**config.mk**
```make
export PLATFORM = sky130hd
export DESIGN_NAME = nar_regs
export DESIGN_NICKNAME = d
export VERILOG_FILES = /design/src/hw/nar_pkg.sv /design/src/hw/nar_regs.sv
export SDC_FILE = /design/constraint.sdc
export NUM_CORES = 1
export LEC_CHECK = 0
export CAP_MARGIN = 10
export CORE_MARGIN = 2
export CORE_UTILIZATION = 33
export DETAILED_ROUTE_END_ITERATION = 6
export DONT_BUFFER_PORTS = 1
export PLACE_DENSITY_LB_ADDON = 0.3
export SYNTH_ARGS = -nofsm -noshare
export SYNTH_HDL_FRONTEND = slang
export SYNTH_SLANG_ARGS = --single-unit
```
**constraint.sdc**
```tcl
create_clock -name mclk_i -period 1.5 [get_ports mclk_i]
set_clock_uncertainty 0.1 [all_clocks]
set_input_delay 0.15 -clock mclk_i [delete_from_list [all_inputs] [get_ports mclk_i]]
set_output_delay 0.15 -clock mclk_i [all_outputs]
set_load 0.005 [all_outputs]
```
**src/hw/nar_pkg.sv**
```systemverilog
package nar_pkg;

    localparam logic [7:0]  OFS_CHIP_ID    = 8'h00;
    localparam logic [7:0]  OFS_NODE_ADDR  = 8'h04;
    localparam logic [7:0]  OFS_IRQ_STAT   = 8'h80;
    localparam logic [7:0]  OFS_IRQ_MASK   = 8'h84;

    // bit n of the printed layout is word bit 31-n
    localparam int          BUS_ID_LSB     = 22;
    localparam int          NODE_ID_LSB    = 16;
    localparam int          ROOT_BIT       = 15;
    localparam int          ACK_CODE_LSB   = 4;
    localparam int          ACK_VALID_BIT  = 0;
    localparam int          VERSION_LSB    = 16;

    localparam logic [31:0] NODE_ADDR_RST  = 32'hFFFF_0000;
    localparam logic [9:0]  BUS_ID_RST     = 10'h3FF;
    localparam logic [5:0]  NODE_ID_RST    = 6'h3F;
    localparam logic [9:0]  BCAST_BUS_ID   = 10'h3FF;
    localparam logic [5:0]  BCAST_NODE_ID  = 6'h3F;
    localparam logic [4:0]  ACK_TIMEOUT    = 5'h10;
    localparam logic [4:0]  ACK_PKT_ERROR  = 5'h13;

    localparam int          IRQ_W          = 5;
    localparam int          IRQ_ACK_RX     = 0;
    localparam int          IRQ_ACK_TMO    = 1;
    localparam int          IRQ_ACK_ERR    = 2;
    localparam int          IRQ_PHY_UPD    = 3;
    localparam int          IRQ_REARB      = 4;

    typedef struct packed {
        logic [9:0] bus_id;
        logic [5:0] node_id;
    } nar_node_addr_t;

    typedef struct packed {
        logic       valid;
        logic       root;
        logic [5:0] phy_assigned_id;
    } nar_phy_stat_t;

    typedef struct packed {
        logic       rx;
        logic       timeout;
        logic       error;
        logic [3:0] code;
    } nar_ack_evt_t;

    typedef struct packed {
        logic [9:0]       local_bus_id;
        logic [5:0]       local_node_id;
        logic             root;
        logic [4:0]       last_tx_ack_code;
        logic             ack_code_valid;
        logic [IRQ_W-1:0] irq_stat;
        logic [IRQ_W-1:0] irq_mask;
        logic             bus_ack;
        logic [31:0]      rdata;
        logic             rx_accept;
        logic             rearb;
    } nar_state_t;

    localparam nar_state_t STATE_RST = '{
        local_bus_id:     BUS_ID_RST,
        local_node_id:    NODE_ID_RST,
        root:             1'b0,
        last_tx_ack_code: 5'h00,
        ack_code_valid:   1'b0,
        irq_stat:         5'h00,
        irq_mask:         5'h00,
        bus_ack:          1'b0,
        rdata:            32'h0000_0000,
        rx_accept:        1'b0,
        rearb:            1'b0
    };

endpackage : nar_pkg

```
**src/hw/nar_regs.sv**
```systemverilog
// Design decision made here: the Avalon-MM register port.
module nar_regs #(
    parameter logic [15:0] VERSION_CODE  = 16'h0A01, // arbitrary value
    parameter logic [15:0] REVISION_CODE = 16'h0001  // arbitrary value
) (
    input  wire logic                    mclk_i,
    input  wire logic                    arst_n_i,
    input  wire logic [7:0]              avs_address_i,
    input  wire logic                    avs_read_i,
    input  wire logic                    avs_write_i,
    input  wire logic [31:0]             avs_writedata_i,
    input  wire logic [3:0]              avs_byteenable_i,
    output logic      [31:0]             avs_readdata_o,
    output logic                         avs_waitrequest_o,
    input  wire logic                    diag_write_unlock_i,
    input  wire nar_pkg::nar_phy_stat_t  phy_stat_i,
    input  wire nar_pkg::nar_ack_evt_t   ack_evt_i,
    input  wire logic                    tx_done_interrupt_i,
    input  wire logic                    tx_nonbroadcast_i,
    input  wire nar_pkg::nar_node_addr_t rx_dest_i,
    output logic                         rx_accept_o,
    output nar_pkg::nar_node_addr_t      src_addr_o,
    output logic                         rearbitrate_o,
    output logic                         irq_o
);

    nar_pkg::nar_state_t state_reg;
    nar_pkg::nar_state_t state_next;

    logic        req;
    logic        take;
    logic [31:0] wmask;
    logic [31:0] merged;
    logic [31:0] cur_word;

    function automatic logic [31:0] be_mask(input logic [3:0] be);
        be_mask = {{8{be[3]}}, {8{be[2]}}, {8{be[1]}}, {8{be[0]}}};
    endfunction : be_mask

    function automatic logic [31:0] node_word(input nar_pkg::nar_state_t s);
        logic [31:0] w;
        w = 32'h0000_0000;
        w[nar_pkg::BUS_ID_LSB +: 10]  = s.local_bus_id;
        w[nar_pkg::NODE_ID_LSB +: 6]  = s.local_node_id;
        w[nar_pkg::ROOT_BIT]          = s.root;
        w[nar_pkg::ACK_CODE_LSB +: 5] = s.last_tx_ack_code;
        w[nar_pkg::ACK_VALID_BIT]     = s.ack_code_valid;
        node_word = w;
    endfunction : node_word

    function automatic logic addr_match(input nar_pkg::nar_state_t s,
                                        input nar_pkg::nar_node_addr_t d);
        addr_match = ((d.bus_id == s.local_bus_id) || (d.bus_id == nar_pkg::BCAST_BUS_ID)) &&
                     ((d.node_id == s.local_node_id) || (d.node_id == nar_pkg::BCAST_NODE_ID));
    endfunction : addr_match

    function automatic logic [31:0] read_mux(input nar_pkg::nar_state_t s,
                                             input logic [7:0] a);
        case (a)
            nar_pkg::OFS_CHIP_ID:   read_mux = {VERSION_CODE, REVISION_CODE};
            nar_pkg::OFS_NODE_ADDR: read_mux = node_word(s);
            nar_pkg::OFS_IRQ_STAT:  read_mux = {27'h0, s.irq_stat};
            nar_pkg::OFS_IRQ_MASK:  read_mux = {27'h0, s.irq_mask};
            default:                read_mux = 32'h0000_0000;
        endcase
    endfunction : read_mux

    always_comb begin
        state_next = state_reg;
        req        = avs_read_i | avs_write_i;
        take       = req & state_reg.bus_ack;
        wmask      = be_mask(avs_byteenable_i);
        cur_word   = (avs_address_i == nar_pkg::OFS_IRQ_MASK) ? {27'h0, state_reg.irq_mask}
                                                              : node_word(state_reg);
        merged     = (cur_word & ~wmask) | (avs_writedata_i & wmask);

        // one wait cycle, then accept; read data captured in the wait cycle
        state_next.bus_ack = req & ~state_reg.bus_ack;
        state_next.rdata   = (avs_read_i & ~state_reg.bus_ack) ?
                             read_mux(state_reg, avs_address_i) : 32'h0000_0000;

        if (take && avs_write_i) begin
            case (avs_address_i)
                nar_pkg::OFS_NODE_ADDR: begin
                    state_next.local_bus_id  = merged[nar_pkg::BUS_ID_LSB +: 10];
                    state_next.local_node_id = merged[nar_pkg::NODE_ID_LSB +: 6];
                    if (diag_write_unlock_i) begin
                        state_next.last_tx_ack_code = merged[nar_pkg::ACK_CODE_LSB +: 5];
                    end
                end
                nar_pkg::OFS_IRQ_MASK: begin
                    state_next.irq_mask = merged[nar_pkg::IRQ_W-1:0];
                end
                default: begin
                end
            endcase
        end

        // clear only what the captured read data showed, so later events survive
        if (take && avs_read_i) begin
            case (avs_address_i)
                nar_pkg::OFS_NODE_ADDR: begin
                    if (state_reg.rdata[nar_pkg::ACK_VALID_BIT]) begin
                        state_next.ack_code_valid = 1'b0;
                    end
                end
                nar_pkg::OFS_IRQ_STAT: begin
                    state_next.irq_stat = state_next.irq_stat &
                                          ~state_reg.rdata[nar_pkg::IRQ_W-1:0];
                end
                default: begin
                end
            endcase
        end

        // hardware updates after software so they win
        if (phy_stat_i.valid) begin
            state_next.local_node_id = phy_stat_i.phy_assigned_id;
            state_next.root          = phy_stat_i.root;
            state_next.irq_stat[nar_pkg::IRQ_PHY_UPD] = 1'b1;
        end

        if (ack_evt_i.error) begin
            state_next.last_tx_ack_code = nar_pkg::ACK_PKT_ERROR;
            state_next.ack_code_valid   = 1'b1;
            state_next.irq_stat[nar_pkg::IRQ_ACK_ERR] = 1'b1;
        end else if (ack_evt_i.timeout) begin
            state_next.last_tx_ack_code = nar_pkg::ACK_TIMEOUT;
            state_next.ack_code_valid   = 1'b1;
            state_next.irq_stat[nar_pkg::IRQ_ACK_TMO] = 1'b1;
        end else if (ack_evt_i.rx) begin
            state_next.last_tx_ack_code = {1'b0, ack_evt_i.code};
            state_next.ack_code_valid   = 1'b1;
            state_next.irq_stat[nar_pkg::IRQ_ACK_RX] = 1'b1;
        end

        state_next.rearb = tx_done_interrupt_i & tx_nonbroadcast_i &
                           ~state_reg.ack_code_valid;
        if (state_next.rearb) begin
            state_next.irq_stat[nar_pkg::IRQ_REARB] = 1'b1;
        end

        state_next.rx_accept = addr_match(state_reg, rx_dest_i);
    end

    always_ff @(posedge mclk_i or negedge arst_n_i) begin
        if (!arst_n_i) begin
            state_reg <= nar_pkg::STATE_RST;
        end else begin
            state_reg <= state_next;
        end
    end

    assign avs_waitrequest_o  = (avs_read_i | avs_write_i) & ~state_reg.bus_ack;
    assign avs_readdata_o     = state_reg.rdata;
    assign rx_accept_o        = state_reg.rx_accept;
    assign src_addr_o         = '{bus_id:  state_reg.local_bus_id,
                                  node_id: state_reg.local_node_id};
    assign rearbitrate_o      = state_reg.rearb;
    assign irq_o              = |(state_reg.irq_stat & state_reg.irq_mask);

    logic no_ack_evt;
    assign no_ack_evt = ~(ack_evt_i.rx | ack_evt_i.timeout | ack_evt_i.error);

    a_id_constant: assert property (@(posedge mclk_i) disable iff (!arst_n_i)
        (take && avs_read_i && avs_address_i == nar_pkg::OFS_CHIP_ID)
        |-> avs_readdata_o == {VERSION_CODE, REVISION_CODE})
        else $error("identification word wrong");

    a_reset_value: assert property (@(posedge mclk_i) disable iff (!arst_n_i)
        $rose(arst_n_i) |-> node_word(state_reg) == nar_pkg::NODE_ADDR_RST)
        else $error("node word reset value wrong");

    a_bus_id_write: assert property (@(posedge mclk_i) disable iff (!arst_n_i)
        (take && avs_write_i && avs_address_i == nar_pkg::OFS_NODE_ADDR &&
         avs_byteenable_i == 4'hF)
        |=> state_reg.local_bus_id == $past(avs_writedata_i[nar_pkg::BUS_ID_LSB +: 10]))
        else $error("bus id write lost");

    a_ack_locked: assert property (@(posedge mclk_i) disable iff (!arst_n_i)
        (!diag_write_unlock_i && no_ack_evt) |=> $stable(state_reg.last_tx_ack_code))
        else $error("ack code changed while locked");

    a_phy_update: assert property (@(posedge mclk_i) disable iff (!arst_n_i)
        phy_stat_i.valid |=> (state_reg.local_node_id == $past(phy_stat_i.phy_assigned_id))
                             && (state_reg.root == $past(phy_stat_i.root)))
        else $error("phy status not applied");

    a_rx_filter: assert property (@(posedge mclk_i) disable iff (!arst_n_i)
        (rx_dest_i.bus_id == nar_pkg::BCAST_BUS_ID && rx_dest_i.node_id == nar_pkg::BCAST_NODE_ID)
        |=> rx_accept_o)
        else $error("broadcast destination rejected");

    a_ack_timeout: assert property (@(posedge mclk_i) disable iff (!arst_n_i)
        (ack_evt_i.timeout && !ack_evt_i.error)
        |=> state_reg.last_tx_ack_code == nar_pkg::ACK_TIMEOUT && state_reg.ack_code_valid)
        else $error("timeout code missing");

    a_ack_normal: assert property (@(posedge mclk_i) disable iff (!arst_n_i)
        (ack_evt_i.rx && !ack_evt_i.timeout && !ack_evt_i.error)
        |=> state_reg.last_tx_ack_code == {1'b0, $past(ack_evt_i.code)}
            && state_reg.ack_code_valid)
        else $error("received ack not recorded");

    a_read_clear: assert property (@(posedge mclk_i) disable iff (!arst_n_i)
        (take && avs_read_i && avs_address_i == nar_pkg::OFS_NODE_ADDR && no_ack_evt &&
         avs_readdata_o[nar_pkg::ACK_VALID_BIT])
        |=> !state_reg.ack_code_valid)
        else $error("ack valid not cleared by read");

    a_rearb_pulse: assert property (@(posedge mclk_i) disable iff (!arst_n_i)
        (tx_done_interrupt_i && tx_nonbroadcast_i && !state_reg.ack_code_valid)
        |=> rearbitrate_o)
        else $error("re-arbitration not requested");

    a_reserved_zero: assert property (@(posedge mclk_i) disable iff (!arst_n_i)
        (take && avs_read_i && avs_address_i == nar_pkg::OFS_NODE_ADDR)
        |-> avs_readdata_o[14:9] == 6'h00 && avs_readdata_o[3:1] == 3'h0)
        else $error("reserved bits not zero");

    a_wait_bound: assert property (@(posedge mclk_i) disable iff (!arst_n_i)
        $rose(avs_waitrequest_o) |=> !avs_waitrequest_o)
        else $error("waitrequest held too long");

    a_rx_local: assert property (@(posedge mclk_i) disable iff (!arst_n_i)
        (rx_dest_i == src_addr_o) |=> rx_accept_o)
        else $error("own address rejected");

    a_rearb_quiet: assert property (@(posedge mclk_i) disable iff (!arst_n_i)
        !(tx_done_interrupt_i && tx_nonbroadcast_i && !state_reg.ack_code_valid)
        |=> !rearbitrate_o)
        else $error("spurious re-arbitration");

    c_read_clear: cover property (@(posedge mclk_i) disable iff (!arst_n_i)
        take && avs_read_i && avs_address_i == nar_pkg::OFS_NODE_ADDR && state_reg.ack_code_valid);
    c_phy_vs_write: cover property (@(posedge mclk_i) disable iff (!arst_n_i)
        phy_stat_i.valid && take && avs_write_i && avs_address_i == nar_pkg::OFS_NODE_ADDR);
    c_rearb: cover property (@(posedge mclk_i) disable iff (!arst_n_i) rearbitrate_o);
    c_irq: cover property (@(posedge mclk_i) disable iff (!arst_n_i) irq_o);

endmodule : nar_regs

```
==> metrics.yaml, run 1 <==
floorplan.die.width_um: 103.1
utilization_pct: 41.13
numClockSinks: 62
final_global_route_overflow_total: 0
number_of_antenna_diodes: 0
synth-main-ff-cell: "sky130_fd_sc_hd__dfrtp_1"
worst_setup_start_kind: "flop"
power_mw: 3.664
worst-path-max-fanout: 4
area_growth_pct: 22.45
yosys-mux-area-fraction_pct: 8.926
coreArea_sq_um: 9639
finalWeightedCongestion: 0.8217
power-per-cell-area_nw_per_um2: 924.2
p_leak_nw: 1.840
cts_root_buffer: "sky130_fd_sc_hd__clkbuf_8"
cap_violations: 0
cts-htree-levels: 3
place.detailed.instances: 401
port_buffers: 0
cts.path.max_buffers: 2
worst_r2r_endpoint: "state_reg[47]$_DFFE_PN0P_"
post_synth_fa_ha_maj_area_fraction_pct: 0
critPathSlowestCell: "sky130_fd_sc_hd__dfrtp_1"
grt_setup_unrepaired: "true"
reg2reg_depth: 4
layout-drive-gt1-share_pct: 23.21
setup.worst_path.end_class: "output pin"
grt_max_degree: 63
min-delay-path-class: "primary input to async pin"
ys_warn_count: 0
synthesized_area_per_cell_sq_um: 10.94
period_needed_ns: 1.474
num-nets-final: 413
dr.pass1.iters: 5
place.detailed.hpwl_um: 5634
vdd_drop_max_uv: 476.6
finalInstanceArea_sq_um: 3965
ctsHoldBuffers: 51
synth.ff_latch_count: 62
final_max_slew_viol_count: 0
timing.reg2reg.setup_slack_ns: 0.05
worst-endpoint-required_ns: 1.25
placed_area_sq_um: 3223
grt_antenna_before_repair: 0
via_per_inst: 4.806
detail-route-antenna-nets: 0
failed_checks: "hold timing"
yosys.area_share.simple_pct: 16.38
flip_flop_count_of_the_largest_register_all_copies_and_words_added: 26
cts_buffers: 9
synth_sequential_area_ratio_pct: 48.53
die_y_um: 103.1
fmax_ghz: 0.6786
synthCells: 296
via_count_of_the_first_global_routing_pass: 2383
synth-edff-count: 0
clock_tree_from_tritoncts: "done"
routed-via-count: 2254
asyncSetResetFlopFracSynth_pct: 100.0
dominant_combinational_cell_family_by_area_after_synthesis: "simple AND/OR/NAND/NOR gates"
start_util_pct: 33.59
synth.cell_area_sq_um: 3238
synth_xor_area_share_pct: 4.328
grt_first_pass_wirelength_um: 12100
netlist-cell-type-count: 43
groute.usage.overall_pct: 15.48
setup_viol: 0
remaining_drc_errors: 0
die_area_sq_um: 10620
hold_slack_ns: -0.6044
critPathMaxStageDelay_ns: 0.43
number_of_rows_in_the_core_area: 36
share_of_the_synthesized_area_in_compound_gates_ao_oa_aoi_oai_pct: 8.733
final-hold-violation-count: 62
drt_iter0_markers: 81
clock_insertion_delay_worst_skew_ns: 0.34
crit-reg2reg-launch: "state_reg[34]$_DFF_PN0_"
timing.final.crit_share_pct: 98.25
setup_total_negative_slack_ns: 0
routed_len_inst_um: 16.90
timing.critical_path.cells: "a222oi_1 > nand2_1"
final_instance_count_excl_fillers: 469
worst-path-buf-inv: 0
run_status: "finished, violations left"
worst-setup-path-type: "flop to output pin"
clk_pin_slew_worst_paths_ns: 0.07
path_delay_family: "flip-flops"
worst-endpoint-arrival_ns: 1.22
floorplan.io_pins: 134
drt_wl_total_um: 7927
-- stage by stage --
stage | worst slack [ns] | hold WS (ns)
after floorplan | -0.1339 | -0.2456
after global placement | -0.04249 | -0.2439
after detailed placement | -0.06840 | -0.2438
after CTS | 0.004542 | -0.6262
after global routing | -0.02951 | -0.6306
final | 0.02628 | -0.6044
-- routing by layer --
layer | routed length, um | GRT usage, % | vias up
met2 | 3875 | 25.27 | 104
met3 | 712 | 5.492 | 16
met4 | 227 | 7.591 | 0
li1 | - | - | 1049
met5 | 0 | 0 | -
met1 | 3112 | 18.07 | 1085
-- cell usage after synthesis, types with 4 or more instances --
cell type                 instances  area share (%)
sky130_fd_sc_hd__a21oi_1         11             1.7
sky130_fd_sc_hd__and2_1          19             3.7
sky130_fd_sc_hd__mux2i_1         12             3.7
sky130_fd_sc_hd__nand3_1         12             1.9
sky130_fd_sc_hd__inv_1           10             1.2
sky130_fd_sc_hd__mux2_2          15             5.2
sky130_fd_sc_hd__xor2_1          14             3.8
sky130_fd_sc_hd__a22o_1           4             1.1
sky130_fd_sc_hd__nor2_1          14             1.6
sky130_fd_sc_hd__buf_4           49              11
sky130_fd_sc_hd__a21o_1           4            0.93
sky130_fd_sc_hd__nand2_1         14             1.6
sky130_fd_sc_hd__o21ai_0          8             1.2
sky130_fd_sc_hd__dfstp_2         16              13
sky130_fd_sc_hd__dfrtp_1         46              36
-- worst max path at each step --
| stage | from | to | slack [ns] | cells past startpoint |
|---|---|---|---|---|
| 2_1_floorplan | avs_address_i[4] | state_reg[45]$_DFFE_PN0P_ | -0.13 | 5 |
| 3_3_place_gp | state_reg[34]$_DFF_PN0_ | src_addr_o[8]$_DFFE_PN1P_ | -0.04 | 3 |
| 4_1_cts | state_reg[39]$_DFFE_PN0P_ | irq_o | 0.005 | 2 |
| 3_5_place_dp | state_reg[34]$_DFF_PN0_ | src_addr_o[8]$_DFFE_PN1P_ | -0.07 | 3 |
| 5_1_grt | state_reg[39]$_DFFE_PN0P_ | irq_o | -0.03 | 2 |
| 6_report | state_reg[39]$_DFFE_PN0P_ | irq_o | 0.03 | 2 |
-- cell type report --
cell class	count	area, sq um
clock buffers	13	168.9
clock inverters	3	42.54
fillers	966	5674
inverters	10	37.54
multi-input cells	176	1282
flip-flops and latches	62	1572
well taps	133	166.4
repair buffers	72	695.7
-- placed cells by master, fill, tap and decap left out, types with 12 or more instances in the layout --
| cell type | count |
|---|---|
| sky130_fd_sc_hd__clkbuf_8 | 12 |
| sky130_fd_sc_hd__nor2_1 | 14 |
| sky130_fd_sc_hd__mux2i_1 | 12 |
| sky130_fd_sc_hd__mux2_2 | 15 |
| sky130_fd_sc_hd__dfrtp_1 | 46 |
| sky130_fd_sc_hd__and2_1 | 19 |
| sky130_fd_sc_hd__buf_4 | 19 |
| sky130_fd_sc_hd__dlygate4sd3_1 | 50 |
| sky130_fd_sc_hd__xor2_1 | 14 |
| sky130_fd_sc_hd__dfstp_2 | 16 |
| sky130_fd_sc_hd__nand2_1 | 14 |
-- report_power, final --
group	switching [mW]	internal [mW]	total, mW
clock	0.661	0.902	1.56
sequential	0.0305	1.72	1.76
combinational	0.149	0.198	0.347
total	0.840	2.82	3.66
-- kinds of logic (layout without fill, tap and decap cells) --
family / after synthesis / in the layout
compound gates: 42 / 42
xor+xnor: 16 / 16
buf+inv: 63 / 98
flops: 62 / 62
mux: 27 / 27
other cells: 1 / 6
simple gates: 85 / 85
-- timing repair --
action	CTS	global route
pin swaps	0	4
resized for setup	2	4
setup endpoints to repair	8	25
setup buffers	0	1
hold endpoints to repair	107	62
cloned	0	0
(Power assumes the default switching activity.)
==> run 2: changes to the inputs <==
--- a/config.mk
+++ b/config.mk
@@ -6,7 +6,6 @@
 export NUM_CORES = 1
 export LEC_CHECK = 0
 export CAP_MARGIN = 10
-export CORE_MARGIN = 2
 export CORE_UTILIZATION = 33
 export DETAILED_ROUTE_END_ITERATION = 6
 export DONT_BUFFER_PORTS = 1
==> run 2 against run 1 <==
Effect of this change:
- first-iteration DRC count rose by 4.9%
- sequential power barely moved
- register-to-register slack got worse by 0.02 ns
- non-clock buffer count rose by 1
- die area fell by 3.8%
- routed wire length rose by 1.0%
- the run still ends with hold timing left
- highest routed layer unchanged
- worst setup slack got worse by 0.0044 ns
- utilization rose by 0.95 points
==> metrics.yaml, run 2 (synthesis gave the netlist of run 1 again) <==
period_needed_ns: 1.478
layout-drive-gt1-share_pct: 23.44
min-delay-path-class: "primary input to async pin"
final-hold-violation-count: 62
power_mw: 3.557
timing.slew.headroom_pct: 66.47
die_y_um: 101.1
final_global_route_overflow_total: 0
setup.worst_path.end_class: "output pin"
final_max_slew_viol_count: 0
run_status: "finished, violations left"
timing.final.crit_share_pct: 98.54
cts.path.max_buffers: 2
p_leak_nw: 1.838
grt_max_degree: 63
floorplan.die.width_um: 101.1
area_growth_pct: 21.79
setup_viol: 0
drt_wl_total_um: 8009
place.detailed.hpwl_um: 5514
layout_commonest_cell: "sky130_fd_sc_hd__dlygate4sd3_1"
detail-route-antenna-nets: 0
worst-setup-path-type: "flop to output pin"
coreArea_sq_um: 9371
port_buffers: 0
ctsHoldBuffers: 52
worst_setup_start_kind: "flop"
floorplan.io_pins: 134
via_count_of_the_first_global_routing_pass: 2352
most_frequent_cells_in_the_layout: "51 x sky130_fd_sc_hd__dlygate4sd3_1, 46 x sky130_fd_sc_hd__dfrtp_1, 20 x sky130_fd_sc_hd__buf_4"
routed_len_inst_um: 17.19
start_util_pct: 34.55
cts-htree-levels: 3
die_area_sq_um: 10210
vdd_drop_max_uv: 416.0
grt_first_pass_wirelength_um: 12220
cts_root_buffer: "sky130_fd_sc_hd__clkbuf_8"
grt_setup_unrepaired: "true"
number_of_rows_in_the_core_area: 35
dr.pass1.iters: 5
groute.usage.overall_pct: 16.23
worst-endpoint-arrival_ns: 1.23
worst-endpoint-required_ns: 1.25
num-nets-final: 414
drt_iter0_markers: 85
remaining_drc_errors: 0
numClockSinks: 62
flip_flop_count_of_the_largest_register_all_copies_and_words_added: 26
clk_pin_slew_worst_paths_ns: 0.07
grt_antenna_before_repair: 0
via_per_inst: 4.923
failed_checks: "hold timing"
max_slew.worst_pin.slew_ns: 0.5014
hold_slack_ns: -0.6087
cts_buffers: 9
clock_insertion_delay_worst_skew_ns: 0.34
routed-via-count: 2294
fmax_ghz: 0.6765
finalWeightedCongestion: 0.7958
cap_violations: 0
number_of_antenna_diodes: 0
power-per-cell-area_nw_per_um2: 902.0
worst-path-max-fanout: 4
clock_tree_from_tritoncts: "done"
## run 2: critical path: stages (launching register included)
cell and delay, ns:
sky130_fd_sc_hd__dfrtp_1 0.41, sky130_fd_sc_hd__a222oi_1 0.34, sky130_fd_sc_hd__nand2_1 0.13
## run 2: final timing paths
check	endpoint	from	slack (ns)	depth (start not counted)
max in group asynchronous	src_addr_o[6]$_DFFE_PN1P_	arst_n_i	1.71	0
min reg2reg	avs_readdata_o[5]$_DFF_PN0_	state_reg[47]$_DFFE_PN0P_	0.40	1
max	irq_o	state_reg[39]$_DFFE_PN0P_	0.02	2
min	state_reg[36]$_DFFE_PN0P_	arst_n_i	-0.61	0
max reg2reg	state_reg[47]$_DFFE_PN0P_	state_reg[34]$_DFF_PN0_	0.03	4
min in group mclk_i	state_reg[38]$_DFFE_PN0P_	avs_write_i	0.01	2
## run 2: cell type report
class                   count  area [sq um]
clock buffers              11         141.4
clock inverters             5         50.05
fillers                   911          5428
inverters                  10         37.54
multi-input cells         176          1289
flip-flops and latches     62          1572
well taps                 129         161.4
repair buffers             73         693.2
## run 2: layer usage
layer | up-vias | share of wire [%] | GRT usage [%]
met5 | - | 0 | 0
met4 | 0 | 2.2 | 5.797
met3 | 14 | 9.5 | 7.074
met2 | 116 | 48 | 26.69
met1 | 1118 | 41 | 18.72
li1 | 1046 | - | -
## run 2: power breakdown
group / switching (mW) / internal [mW] / total, mW
combinational: 0.145 / 0.198 / 0.343
sequential: 0.0336 / 1.72 / 1.76
clock: 0.654 / 0.801 / 1.46
## run 2: stage by stage
step,util (%),setup slack (ns),setup TNS [ns],std cells,area [sq um]
global route,42.08,-0.08409,-0.08896,466,3944
CTS,41.67,0.01405,0,462,3905
floorplan,-,-0.1339,-2.348,301,3278
finish,42.08,0.02186,0,466,3944
global placement,33.97,-0.02126,-0.1838,394,3183
detailed placement,33.97,-0.08129,-0.6610,394,3183
## run 2: what timing repair did
item / 4_1_cts / 5_1_grt
resized for setup: 2 / 4
endpoints found under the hold margin: 107 / 62
endpoints found under the setup margin: 8 / 22
buffers inserted: 0 / 4
gates cloned: 0 / 0
pin swaps: 0 / 4
==> run 3: changes to the inputs <==
--- a/config.mk
+++ b/config.mk
@@ -5,8 +5,7 @@
 export SDC_FILE = /design/constraint.sdc
 export NUM_CORES = 1
 export LEC_CHECK = 0
-export CAP_MARGIN = 10
-export CORE_UTILIZATION = 33
+export CORE_UTILIZATION = 57
 export DETAILED_ROUTE_END_ITERATION = 6
 export DONT_BUFFER_PORTS = 1
 export PLACE_DENSITY_LB_ADDON = 0.3
==> constraint.sdc (replaced) <==
create_clock -name mclk_i -period 1.5 [get_ports mclk_i]
set_clock_uncertainty 0.1 [all_clocks]
set_input_delay 0.225 -clock mclk_i [delete_from_list [all_inputs] [get_ports mclk_i]]
set_output_delay 0.225 -clock mclk_i [all_outputs]
set_load 0.005 [all_outputs]
==> run 3 against run 2 <==
Effect of this change:
- the run ends with hold timing, setup timing left
- utilization rose by 27 points
- cell count fell by 15%
- worst setup slack got worse by 0.041 ns
- final area fell by 3.2%
- sequential cell count did not move
- register-to-register slack improved by 0.03 ns
- worst hold slack improved by 0.082 ns
- via count fell by 1.9%
- largest power group unchanged
==> metrics.yaml, run 3 (synthesis gave the netlist of run 1 again) <==
port_buffers: 0
floorplan.die.width_um: 77.37
grt_first_pass_wirelength_um: 11430
routed-via-count: 2251
place.detailed.instances: 333
place.detailed.hpwl_um: 4643
remaining_drc_errors: 0
layout_commonest_cell: "sky130_fd_sc_hd__dfrtp_1"
start_util_pct: 58.80
numClockSinks: 62
setup.worst_path.end_class: "output pin"
final_instance_count_excl_fillers: 398
clock_tree_from_tritoncts: "done"
most_frequent_cells_in_the_layout: "46 x sky130_fd_sc_hd__dfrtp_1, 45 x sky130_fd_sc_hd__dlygate4sd3_1, 19 x sky130_fd_sc_hd__and2_1"
setup_viol: 1
dr.pass1.iters: 4
number_of_antenna_diodes: 0
clock_insertion_delay_worst_skew_ns: 0.34
cts-htree-levels: 3
cts.path.max_buffers: 2
run_status: "finished, violations left"
min-delay-path-class: "primary input to async pin"
floorplan.io_pins: 134
via_count_of_the_first_global_routing_pass: 2294
via_per_inst: 5.656
worst-endpoint-arrival_ns: 1.19
drt_wl_total_um: 7153
num-nets-final: 403
clk_pin_slew_worst_paths_ns: 0.07
fill_cells: 426
layout-drive-gt1-share_pct: 23.31
detail-route-antenna-nets: 0
final-hold-violation-count: 62
grt_setup_unrepaired: "true"
area_growth_pct: 17.85
worst-setup-path-type: "flop to output pin"
period_needed_ns: 1.520
flip_flop_count_of_the_largest_register_all_copies_and_words_added: 26
final_global_route_overflow_total: 0
routed_len_inst_um: 17.97
coreArea_sq_um: 5507
fmax_ghz: 0.6581
vdd_drop_max_uv: 647.7
p_leak_nw: 1.808
worst-endpoint-required_ns: 1.17
worst_case_setup_margin_in_the_final_layout_ns: -0.01961
cap_violations: 0
hold_slack_ns: -0.5271
number_of_rows_in_the_core_area: 27
power-per-cell-area_nw_per_um2: 938.5
worst_setup_start_kind: "flop"
worst-path-max-fanout: 2
grt_antenna_before_repair: 0
cts_root_buffer: "sky130_fd_sc_hd__clkbuf_8"
timing.final.crit_share_pct: 101.3
die_y_um: 77.37
drt_iter0_markers: 100
groute.usage.overall_pct: 25.52
grt_max_degree: 63
cts_buffers: 9
failed_checks: "hold timing, setup timing"
finalWeightedCongestion: 0.7954
die_area_sq_um: 5986
final_max_slew_viol_count: 0
-- run 3: changes by cell type in the layout (fill, tap and decap cells not counted), sizes merged --
cell	change
dlygate4sd3	-6
buf	-4
clkbuf	+1
clkinv	-1
dlymetal6s4s	-1
-- run 3: layout make-up --
type                    instances  area (sq um)  share of cell area (%)
flip-flops and latches         62          1572                   41.18
repair buffers                 62         631.9                   16.56
multi-input cells             176          1285                   33.67
clock inverters                 4         45.04                   1.180
well taps                      72         90.09                   2.361
clock buffers                  12         155.1                   4.066
inverters                      10         37.54                  0.9836
-- run 3: power breakdown --
group	switching [mW]	internal [mW]
Combinational	0.130	0.185
Sequential	0.0390	1.73
Clock	0.652	0.850
Total	0.821	2.76
-- run 3: worst paths after layout --
path                            cells past startpoint                       from  slack, ns                            to
worst max-delay path                                2  state_reg[44]$_DFFE_PN0P_      -0.02                         irq_o
worst min-delay path                                0                   arst_n_i      -0.53     state_reg[49]$_DFFE_PN0P_
worst max register to register                      3    state_reg[34]$_DFF_PN0_       0.06       state_reg[34]$_DFF_PN0_
worst min register to register                      1  state_reg[51]$_DFFE_PN0P_       0.38  avs_readdata_o[15]$_DFF_PN0_
max in group asynchronous                           0                   arst_n_i       1.62     src_addr_o[9]$_DFFE_PN1P_
min in group mclk_i                                 2               ack_evt_i[4]       0.02     state_reg[47]$_DFFE_PN0P_
-- run 3: stage by stage --
stage / util, % / power (mW) / cell area, sq um / TNS, ns / worst slack, ns
floorplan: - / 1.974 / 3282 / -5.313 / -0.2089
global placement: 56.71 / 1.978 / 3123 / -0.1247 / -0.04193
detailed placement: 56.71 / 1.984 / 3123 / -0.4467 / -0.06870
CTS: 68.23 / 3.591 / 3757 / -0.02294 / -0.02294
global route: 69.30 / 3.731 / 3816 / -0.1513 / -0.1298
finish: 69.30 / 3.582 / 3816 / -0.01961 / -0.01961
-- run 3: worst max-delay path, cell delays in order, from the launching register on --
cell and delay (ns):
sky130_fd_sc_hd__dfrtp_1 0.39, sky130_fd_sc_hd__a222oi_1 0.33, sky130_fd_sc_hd__nand2_1 0.14
-- run 3: repair_timing --
item                                    4_1_cts  5_1_grt
endpoints found under the setup margin        2        7
buffers inserted                              3        1
pin swaps                                     2        4
resized for setup                             1        6
hold endpoints to repair                    101       65
hold buffers                                 41        4
-- run 3: layer usage --
metal | vias to the layer above | share of wire [%] | global-route usage (%) | wire (um)
li1 | 1029 | - | - | -
met5 | - | 0 | 0 | 0
met4 | 0 | 2.1 | 9.057 | 148
met1 | 1093 | 39 | 29.84 | 2823
met3 | 17 | 8.6 | 10.24 | 616
met2 | 112 | 50 | 42.30 | 3565
